<file path="src/dual_ctr_pkg.sv">
package dual_ctr_pkg;

    // Register indices; the byte address is four times the index.
    localparam logic [3:0] IDX_SHORT_CTRL = 4'h0;
    localparam logic [3:0] IDX_COMMON_CTRL = 4'h1;
    localparam logic [3:0] IDX_IRQ_STATUS = 4'h2;
    localparam logic [3:0] IDX_IRQ_MASK = 4'h3;
    localparam logic [3:0] IDX_CAPTURE_LOW = 4'h4;
    localparam logic [3:0] IDX_CAPTURE_HIGH = 4'h5;

    // Field positions of the common control register.
    localparam int COMMON_MODE_BIT = 7;
    localparam int COMMON_PIN_BIT = 6;
    localparam int COMMON_FUNC_HI = 5;
    localparam int COMMON_FUNC_LO = 4;
    localparam int COMMON_RISE_FLAG_BIT = 1;
    localparam int COMMON_FALL_FLAG_BIT = 0;

    // Field positions of the short control register.
    localparam int SHORT_CAPTURE_IE_BIT = 2;
    localparam int SHORT_COUNTER_IE_BIT = 1;
    localparam int SHORT_FIRST_PIN_BIT = 0;

    // Interrupt status and mask layout.
    localparam int IRQ_CAPTURE_BIT = 0;
    localparam int IRQ_TIMEOUT_BIT = 1;

    // Reset values.
    localparam logic [7:0] COMMON_CTRL_RESET = 8'h00;
    localparam logic [7:0] SHORT_CTRL_RESET = 8'h00;
    localparam logic [1:0] IRQ_MASK_RESET = 2'h0;

    // Mode and function encodings.
    localparam logic MODE_TRANSMIT = 1'b0;
    localparam logic MODE_DEMOD = 1'b1;
    localparam logic [1:0] FUNC_AND = 2'h0;
    localparam logic [1:0] FUNC_OR = 2'h1;
    localparam logic [1:0] FUNC_NOR = 2'h2;
    localparam logic [1:0] FUNC_NAND = 2'h3;
    localparam logic [1:0] EDGE_FALLING = 2'h0;
    localparam logic [1:0] EDGE_RISING = 2'h1;
    localparam logic [1:0] EDGE_BOTH = 2'h2;
    localparam logic [1:0] EDGE_RESERVED = 2'h3;

endpackage

</file>
<file path="src/pin_sync.sv">
`timescale 1ns/1ps
`default_nettype none

module pin_sync (
    // Clock and reset.
    input wire logic clk_i,
    input wire logic rst_i,
    // Asynchronous pin and its filtered level.
    input wire logic pin_i,
    output logic level_o
);

    logic meta_q;
    logic second_q;
    logic third_q;

    // Three stages; the first is read only by the second.
    always_ff @(posedge clk_i) begin
        if (rst_i) begin
            meta_q <= 1'b0;
            second_q <= 1'b0;
            third_q <= 1'b0;
        end else begin
            meta_q <= pin_i;
            second_q <= meta_q;
            third_q <= second_q;
        end
    end

    // A change is accepted only once the last two stages agree.
    always_ff @(posedge clk_i) begin
        if (rst_i) begin
            level_o <= 1'b0;
        end else if (second_q == third_q) begin
            level_o <= third_q;
        end
    end

endmodule

`default_nettype wire

</file>
<file path="src/edge_finder.sv">
`timescale 1ns/1ps
`default_nettype none

module edge_finder (
    // Clock and reset.
    input wire logic clk_i,
    input wire logic rst_i,
    // Level under watch and the edge kind wanted.
    input wire logic level_i,
    input wire logic enable_i,
    input wire logic [1:0] kind_i,
    // One-cycle pulses for accepted edges.
    output logic rise_o,
    output logic fall_o
);

    logic prev_q;
    logic raw_rise;
    logic raw_fall;

    // Previous level; held at reset so no edge appears at release.
    always_ff @(posedge clk_i) begin
        if (rst_i) begin
            prev_q <= 1'b0;
        end else begin
            prev_q <= level_i;
        end
    end

    assign raw_rise = level_i & ~prev_q;
    assign raw_fall = ~level_i & prev_q;

    // The reserved kind matches nothing, so no edge is reported.
    always_comb begin
        rise_o = 1'b0;
        fall_o = 1'b0;
        if (enable_i) begin
            unique case (kind_i)
                dual_ctr_pkg::EDGE_FALLING: fall_o = raw_fall;
                dual_ctr_pkg::EDGE_RISING: rise_o = raw_rise;
                dual_ctr_pkg::EDGE_BOTH: begin
                    rise_o = raw_rise;
                    fall_o = raw_fall;
                end
                dual_ctr_pkg::EDGE_RESERVED: begin
                    rise_o = 1'b0;
                    fall_o = 1'b0;
                end
            endcase
        end
    end

endmodule

`default_nettype wire

</file>
<file path="src/dual_counter_transmit_demod_ctrl.sv">
// Function
// - Capture with enable raises an interrupt.
// - Eight-bit timeout with enable raises interrupt.
// - Control bit routes eight-bit output to pin.
// - Bit 7 selects transmit or demodulation mode.
// - Transmit bit 6 routes combined output out.
// - Demod bit 6 picks the input pin.
// - Transmit bits 5:4 pick AND/OR/NOR/NAND.
// - Demod bits 5:4 pick falling/rising/both.
//
// The Wishbone register port was decided locally.
`timescale 1ns/1ps
`default_nettype none

module dual_counter_transmit_demod_ctrl (
    // Clock and reset.
    input wire logic clk_i,
    input wire logic rst_i,
    // Wishbone classic slave.
    input wire logic cyc_i,
    input wire logic stb_i,
    input wire logic we_i,
    input wire logic [5:0] adr_i,
    input wire logic [3:0] sel_i,
    input wire logic [31:0] dat_i,
    output logic [31:0] dat_o,
    output logic ack_o,
    // Counter outputs, timeout and count from the counters.
    input wire logic eight_bit_out_i,
    input wire logic sixteen_bit_out_i,
    input wire logic eight_bit_timeout_i,
    input wire logic [15:0] capture_count_i,
    // Port data latches for the timer pins.
    input wire logic first_port_data_i,
    input wire logic second_port_data_i,
    // Demodulator source pins.
    input wire logic comparator_capable_input_pin_i,
    input wire logic alternate_port_two_pin_i,
    // Pins and interrupt.
    output logic first_timer_output_pin_o,
    output logic second_timer_output_pin_o,
    output logic capture_pulse_o,
    output logic irq_o
);

    logic [7:0] timer_common_control_q;
    logic [7:0] short_timer_control_q;
    logic [1:0] irq_status_q;
    logic [1:0] irq_mask_q;
    logic [7:0] capture_low_byte_q;
    logic [7:0] capture_high_byte_q;
    logic ack_q;
    logic [31:0] dat_q;
    logic [1:0] read_clear_q;
    logic capture_pulse_q;
    logic [3:0] reg_idx;
    logic bus_write;
    logic bus_read_done;
    logic demod_mode;
    logic [1:0] combine_or_edge_select;
    logic cmp_level;
    logic alt_level;
    logic demod_level;
    logic combined;
    logic rise_ev;
    logic fall_ev;
    logic edge_ev;
    logic [1:0] irq_events;

    assign reg_idx = adr_i[5:2];
    assign demod_mode = timer_common_control_q[dual_ctr_pkg::COMMON_MODE_BIT];
    assign combine_or_edge_select =
        timer_common_control_q[dual_ctr_pkg::COMMON_FUNC_HI:dual_ctr_pkg::COMMON_FUNC_LO];
    // Register effects land on the edge at which ack is seen high.
    assign bus_write = cyc_i & stb_i & ack_q & we_i & sel_i[0];
    assign bus_read_done = cyc_i & stb_i & ack_q & ~we_i;
    assign ack_o = ack_q;
    assign dat_o = dat_q;
    assign capture_pulse_o = capture_pulse_q;

    // Both source pins are filtered; a mode switch then sees a settled level.
    pin_sync u_sync_cmp (
        .clk_i(clk_i),
        .rst_i(rst_i),
        .pin_i(comparator_capable_input_pin_i),
        .level_o(cmp_level)
    );

    pin_sync u_sync_alt (
        .clk_i(clk_i),
        .rst_i(rst_i),
        .pin_i(alternate_port_two_pin_i),
        .level_o(alt_level)
    );

    assign demod_level = timer_common_control_q[dual_ctr_pkg::COMMON_PIN_BIT] ?
        alt_level : cmp_level;

    edge_finder u_edges (
        .clk_i(clk_i),
        .rst_i(rst_i),
        .level_i(demod_level),
        .enable_i(demod_mode),
        .kind_i(combine_or_edge_select),
        .rise_o(rise_ev),
        .fall_o(fall_ev)
    );

    assign edge_ev = rise_ev | fall_ev;

    always_comb begin
        unique case (combine_or_edge_select)
            dual_ctr_pkg::FUNC_AND: combined = eight_bit_out_i & sixteen_bit_out_i;
            dual_ctr_pkg::FUNC_OR: combined = eight_bit_out_i | sixteen_bit_out_i;
            dual_ctr_pkg::FUNC_NOR: combined = ~(eight_bit_out_i | sixteen_bit_out_i);
            dual_ctr_pkg::FUNC_NAND: combined = ~(eight_bit_out_i & sixteen_bit_out_i);
        endcase
    end

    // Bus handshake: one wait state, ack drops the cycle after it rises.
    always_ff @(posedge clk_i) begin
        if (rst_i) begin
            ack_q <= 1'b0;
        end else begin
            ack_q <= cyc_i & stb_i & ~ack_q;
        end
    end

    // Read data is captured with ack; the status bits read are remembered
    // so only those are cleared and a later event is never lost.
    always_ff @(posedge clk_i) begin
        if (rst_i) begin
            dat_q <= 32'h0000_0000;
            read_clear_q <= 2'h0;
        end else if (cyc_i & stb_i & ~ack_q) begin
            dat_q <= 32'h0000_0000;
            read_clear_q <= 2'h0;
            unique case (reg_idx)
                dual_ctr_pkg::IDX_SHORT_CTRL: dat_q[7:0] <= short_timer_control_q;
                dual_ctr_pkg::IDX_COMMON_CTRL: dat_q[7:0] <= timer_common_control_q;
                dual_ctr_pkg::IDX_IRQ_STATUS: begin
                    dat_q[1:0] <= irq_status_q;
                    read_clear_q <= we_i ? 2'h0 : irq_status_q;
                end
                dual_ctr_pkg::IDX_IRQ_MASK: dat_q[1:0] <= irq_mask_q;
                dual_ctr_pkg::IDX_CAPTURE_LOW: dat_q[7:0] <= capture_low_byte_q;
                dual_ctr_pkg::IDX_CAPTURE_HIGH: dat_q[7:0] <= capture_high_byte_q;
                default: dat_q <= 32'h0000_0000;
            endcase
        end
    end

    // mode switch assumes stopped counters.
    // Edge flags in bits 1:0 are set by hardware; in demodulation mode writing a one clears them, in transmit mode a write loads them;
    // a set in the same cycle wins over the clear.
    always_ff @(posedge clk_i) begin
        if (rst_i) begin
            timer_common_control_q <= dual_ctr_pkg::COMMON_CTRL_RESET;
        end else begin
            if (bus_write && reg_idx == dual_ctr_pkg::IDX_COMMON_CTRL) begin
                timer_common_control_q[7:2] <= dat_i[7:2];
                if (demod_mode) begin
                    timer_common_control_q[1:0] <= timer_common_control_q[1:0] & ~dat_i[1:0];
                end else begin
                    timer_common_control_q[1:0] <= dat_i[1:0];
                end
            end
            if (rise_ev) begin
                timer_common_control_q[dual_ctr_pkg::COMMON_RISE_FLAG_BIT] <= 1'b1;
            end
            if (fall_ev) begin
                timer_common_control_q[dual_ctr_pkg::COMMON_FALL_FLAG_BIT] <= 1'b1;
            end
        end
    end

    // Short control holds interrupt enables and the first pin select.
    always_ff @(posedge clk_i) begin
        if (rst_i) begin
            short_timer_control_q <= dual_ctr_pkg::SHORT_CTRL_RESET;
            irq_mask_q <= dual_ctr_pkg::IRQ_MASK_RESET;
        end else if (bus_write) begin
            if (reg_idx == dual_ctr_pkg::IDX_SHORT_CTRL) begin
                short_timer_control_q <= dat_i[7:0];
            end
            if (reg_idx == dual_ctr_pkg::IDX_IRQ_MASK) begin
                irq_mask_q <= dat_i[1:0];
            end
        end
    end

    // Count is captured on every accepted edge in demodulation mode.
    always_ff @(posedge clk_i) begin
        if (rst_i) begin
            capture_low_byte_q <= 8'h00;
            capture_high_byte_q <= 8'h00;
            capture_pulse_q <= 1'b0;
        end else begin
            capture_pulse_q <= edge_ev;
            if (edge_ev) begin
                capture_low_byte_q <= capture_count_i[7:0];
                capture_high_byte_q <= capture_count_i[15:8];
            end
        end
    end

    assign irq_events[dual_ctr_pkg::IRQ_CAPTURE_BIT] = edge_ev &
        short_timer_control_q[dual_ctr_pkg::SHORT_CAPTURE_IE_BIT];
    assign irq_events[dual_ctr_pkg::IRQ_TIMEOUT_BIT] = eight_bit_timeout_i &
        short_timer_control_q[dual_ctr_pkg::SHORT_COUNTER_IE_BIT];

    // Sticky status; a read clears only what it returned, and a new event wins.
    always_ff @(posedge clk_i) begin
        if (rst_i) begin
            irq_status_q <= 2'h0;
        end else if (bus_read_done) begin
            irq_status_q <= (irq_status_q & ~read_clear_q) | irq_events;
        end else begin
            irq_status_q <= irq_status_q | irq_events;
        end
    end

    assign irq_o = |(irq_status_q & irq_mask_q);

    // first and second pin routing.
    // Pins are registered to keep glitches of the combine gate off the pads.
    always_ff @(posedge clk_i) begin
        if (rst_i) begin
            first_timer_output_pin_o <= 1'b0;
            second_timer_output_pin_o <= 1'b0;
        end else begin
            first_timer_output_pin_o <=
                short_timer_control_q[dual_ctr_pkg::SHORT_FIRST_PIN_BIT] ?
                eight_bit_out_i : first_port_data_i;
            if (!demod_mode && timer_common_control_q[dual_ctr_pkg::COMMON_PIN_BIT]) begin
                second_timer_output_pin_o <= combined;
            end else begin
                second_timer_output_pin_o <= second_port_data_i;
            end
        end
    end
endmodule

`default_nettype wire

</file>
<file path="config.mk">
export PLATFORM = sky130hd
export DESIGN_NAME = dual_counter_transmit_demod_ctrl
export DESIGN_NICKNAME = d
export VERILOG_FILES = /design/src/dual_ctr_pkg.sv /design/src/pin_sync.sv /design/src/edge_finder.sv /design/src/dual_counter_transmit_demod_ctrl.sv
export SDC_FILE = /design/constraint.sdc
export NUM_CORES = 1
export LEC_CHECK = 0
export ABC_CLOCK_PERIOD_IN_PS = 1900
export BUFFER_PORTS_ARGS = -buffer_cell sky130_fd_sc_hd__buf_2
export CAP_MARGIN = 30
export CORE_ASPECT_RATIO = 0.75
export CORE_MARGIN = 4
export CORE_UTILIZATION = 44
export CTS_CLUSTER_DIAMETER = 60
export DETAILED_ROUTE_END_ITERATION = 10
export PLACE_DENSITY = 0.85
export SETUP_SLACK_MARGIN = 0.05
export SYNTH_ARGS = -nofsm -noshare
export SYNTH_HDL_FRONTEND = slang
export SYNTH_SLANG_ARGS = --single-unit
export TNS_END_PERCENT = 10
</file>
<file path="constraint.sdc">
create_clock -name clk_i -period 1.9 [get_ports clk_i]
set_input_delay 0.285 -clock clk_i [delete_from_list [all_inputs] [get_ports clk_i]]
set_output_delay 0.285 -clock clk_i [all_outputs]
set_load 0.02 [all_outputs]
</file>
==> results.txt <==
crit path DAT: 1950 ps
GRT overflow: 0
Via density: 5.09
min Tclk post-route: 1720 ps
First-pass DRT Iterations: 4
Die Y: 78.1 µm
Die Span X: 101 µm
CP Cell Sequence: nand3_1, or4_1, o21ai_1, a31oi_1
max-slew violations: 0
CTS Buf Count: 9
number of DRC markers in iteration 0: 142
IO Pins: 107
drt drc: 0
GR Util met2: 25.8%
post-synth top area share: 41.0%
# fillers: 604
Row Count: 25
CP startpoint kind: register
CTS tree: yes
Worst-Margin Slew: 605 ps
Via Count: 2320
largest net degree at the start of global routing: 70
LEAKAGE: 1.35 nW
Commonest cells post-synth: 59 x dfxtp_1, 33 x nand2b_1, 30 x nand2_1
Max-slew headroom: 59.3%
synth top area cells: dfxtp_1 41%, mux2i_1 10%, nand2b_1 7.2%
synthesized cell area: 0.00288 mm²
met1 GRT Util: 21.9%
Max Fclk: 581 MHz
Clock Pin Slew Worst Setup and Hold Paths: 70 ps
crit share post-route: 90.5%
layout overhead on the synthesized area: 17.2%
GR Util met3: 6.39%
Clock Tree Buf Depth: 2
PD cells: 765 mW/mm²
Buffers on Ports: 53
GRT busiest layer: met2
share of the yosys chip area belonging to registers: 41.0%
Placer Congestion: 0.811
Fin Clk Skew: 6.07 ps
run status: completed
worst skew pair latency: 340 ps
async set-or-reset flop fraction in the synthesized netlist: 0%
H-tree Lvls: 3
Final setup viols: 0
layout cell share with drive strength beyond 1: 22.7%
Initial Util: 45.6%
most common cell in the netlist: dfxtp_1
Yosys reg bits: 59
vias in the first global route: 2194
Synth Flop Type: dfxtp_1
Antenna Cells: 0
max_cap viols: 0
Tot GR Track Use: 16.7%
CP max-delay cell: or4_1
Worst EP required: 2130 ps
CTS Root Cell: clkbuf_8
Gate Count Post-Synth: 315
first-pass GRT wire length: 10200 µm
initial antenna violation count: 0
ANT nets after route: 0
slowest stage delay, CP: 720 ps
final-stage net count: 444
die area: 0.00791 mm²
Avg Synthesized Cell Area: 9.14 µm²
Post-DP HPWL: 4820 µm
Post-synth EDFFs: 0
Avg WL per Cell: 14.0 µm
VDD IR max: 0.406 mV
count of cell types in the netlist: 44
Synth area leader: dfxtp_1
crit path max fanout: 8
Ys Warns: 0
WL final: 6380 µm
worst hold slack: 149 ps
clk sink count: 59
Final Hold Vio Count: 0
CP Class: register to register
RSZ-0062 raised after global routing: false
hold crit path type: input port to register
Core Area: 0.00632 mm²
element type at the critical path end: register
TNS Setup: 0 ps
[final cells by class]
cell class / instances / area, µm² / area share (%)
multi-input cells: 231 / 1500 / 44.4
flip-flops and latches: 59 / 1180 / 35.0
repair buffers: 63 / 378 / 11.2
clock buffers: 10 / 138 / 4.08
well taps: 81 / 101 / 3.00
clock inverters: 6 / 55.1 / 1.63
inverters: 6 / 22.5 / 0.667
[final timing paths]
kind / from / endpoint / slack, ps / cells past startpoint
setup / recovery: ack_o / timer_common_control_q[1] / 180 / 4
hold / removal: comparator_capable_input_pin_i / u_sync_cmp.meta_q / 150 / 2
setup reg to reg: ack_o / timer_common_control_q[1] / 180 / 4
hold reg to reg: u_sync_alt.meta_q / u_sync_alt.second_q / 440 / 1
[through the flow]
stage | util [%] | area [µm²] | worst slack, ps | power [W] | std cells
after floorplan | - | 2970 | 124 | 0.00145 | 338
after global placement | 50.3 | 3180 | 132 | 0.00148 | 440
after detailed placement | 50.3 | 3180 | 48.3 | 0.00149 | 440
after CTS | 53.3 | 3370 | 177 | 0.00261 | 456
after global routing | 53.4 | 3370 | 78.3 | 0.00268 | 456
final | 53.4 | 3370 | 180 | 0.00258 | 456
[report_power, final]
group | total (W) | switching (W) | leakage (nW) | internal [W]
clock | 0.00112 | 0.000491 | 0.106 | 0.000629
combinational | 0.000213 | 0.000136 | 0.764 | 0.0000764
sequential | 0.00125 | 0.00000297 | 0.477 | 0.00125
total | 0.00258 | 0.000630 | 1.35 | 0.00195
[critical path, delay by kind of cell, from the launching register on]
| family | cells | cell delay (ps) |
|---|---|---|
| flip-flops | 1 | 350 |
| AO/OA/AOI/OAI | 2 | 310 |
| AND/OR/NAND/NOR | 2 | 940 |
[flip-flops by register name (all words and copies together), names as in the netlist, 2 cells and up]
name,cells
read_clear_q,2
capture_high_byte_q,8
capture_low_byte_q,8
timer_common_control_q,8
short_timer_control_q,8
irq_status_q,2
irq_mask_q,2
dat_o,8
[cell families (layout without fill, tap and decap cells)]
group                    after synthesis  count (layout)  share of synthesized area (%)
AND/OR/NAND/NOR                      121             121                           23.2
flip-flops                            59              59                           41.0
AO/OA/AOI/OAI                         51              51                           13.0
buffers and inverters                 48              85                           10.1
multiplexers                          30              30                           10.5
adder cells (fa/ha/maj)                5               5                           2.09
other                                  1              24                          0.130
[per-layer routing]
metal / up-vias / wire length, µm / share of wire, %
li1: 1155 / - / -
met1: 1074 / 2880 / 45
met2: 80 / 2940 / 46
met3: 11 / 486 / 7.6
met4: 0 / 72 / 1.1
met5: - / 0 / 0
[what timing repair did]
item                                    in CTS  in global routing
resized for setup                            0                  1
endpoints found under the setup margin       0                  3
hold buffers                                 0                  0
setup buffers                                0                  0
[placed cells by master (no fill, tap or decap), types with 2 or more instances in the layout]
master,count
a21oi_1,10
inv_1,6
mux2i_1,29
buf_2,53
buf_4,7
nor2b_1,16
clkinv_2,5
a22oi_1,16
a31oi_1,2
buf_12,3
o21ai_1,2
nand2b_1,33
dfxtp_1,59
nor2_1,21
a32o_1,6
clkbuf_8,10
nor4_4,2
a221o_1,2
o31a_1,2
o21ai_0,3
conb_1,24
nand3_1,3
nor4_1,4
nand3b_1,3
ha_1,4
nand2_1,30
Power figures use the tool's default switching activity.
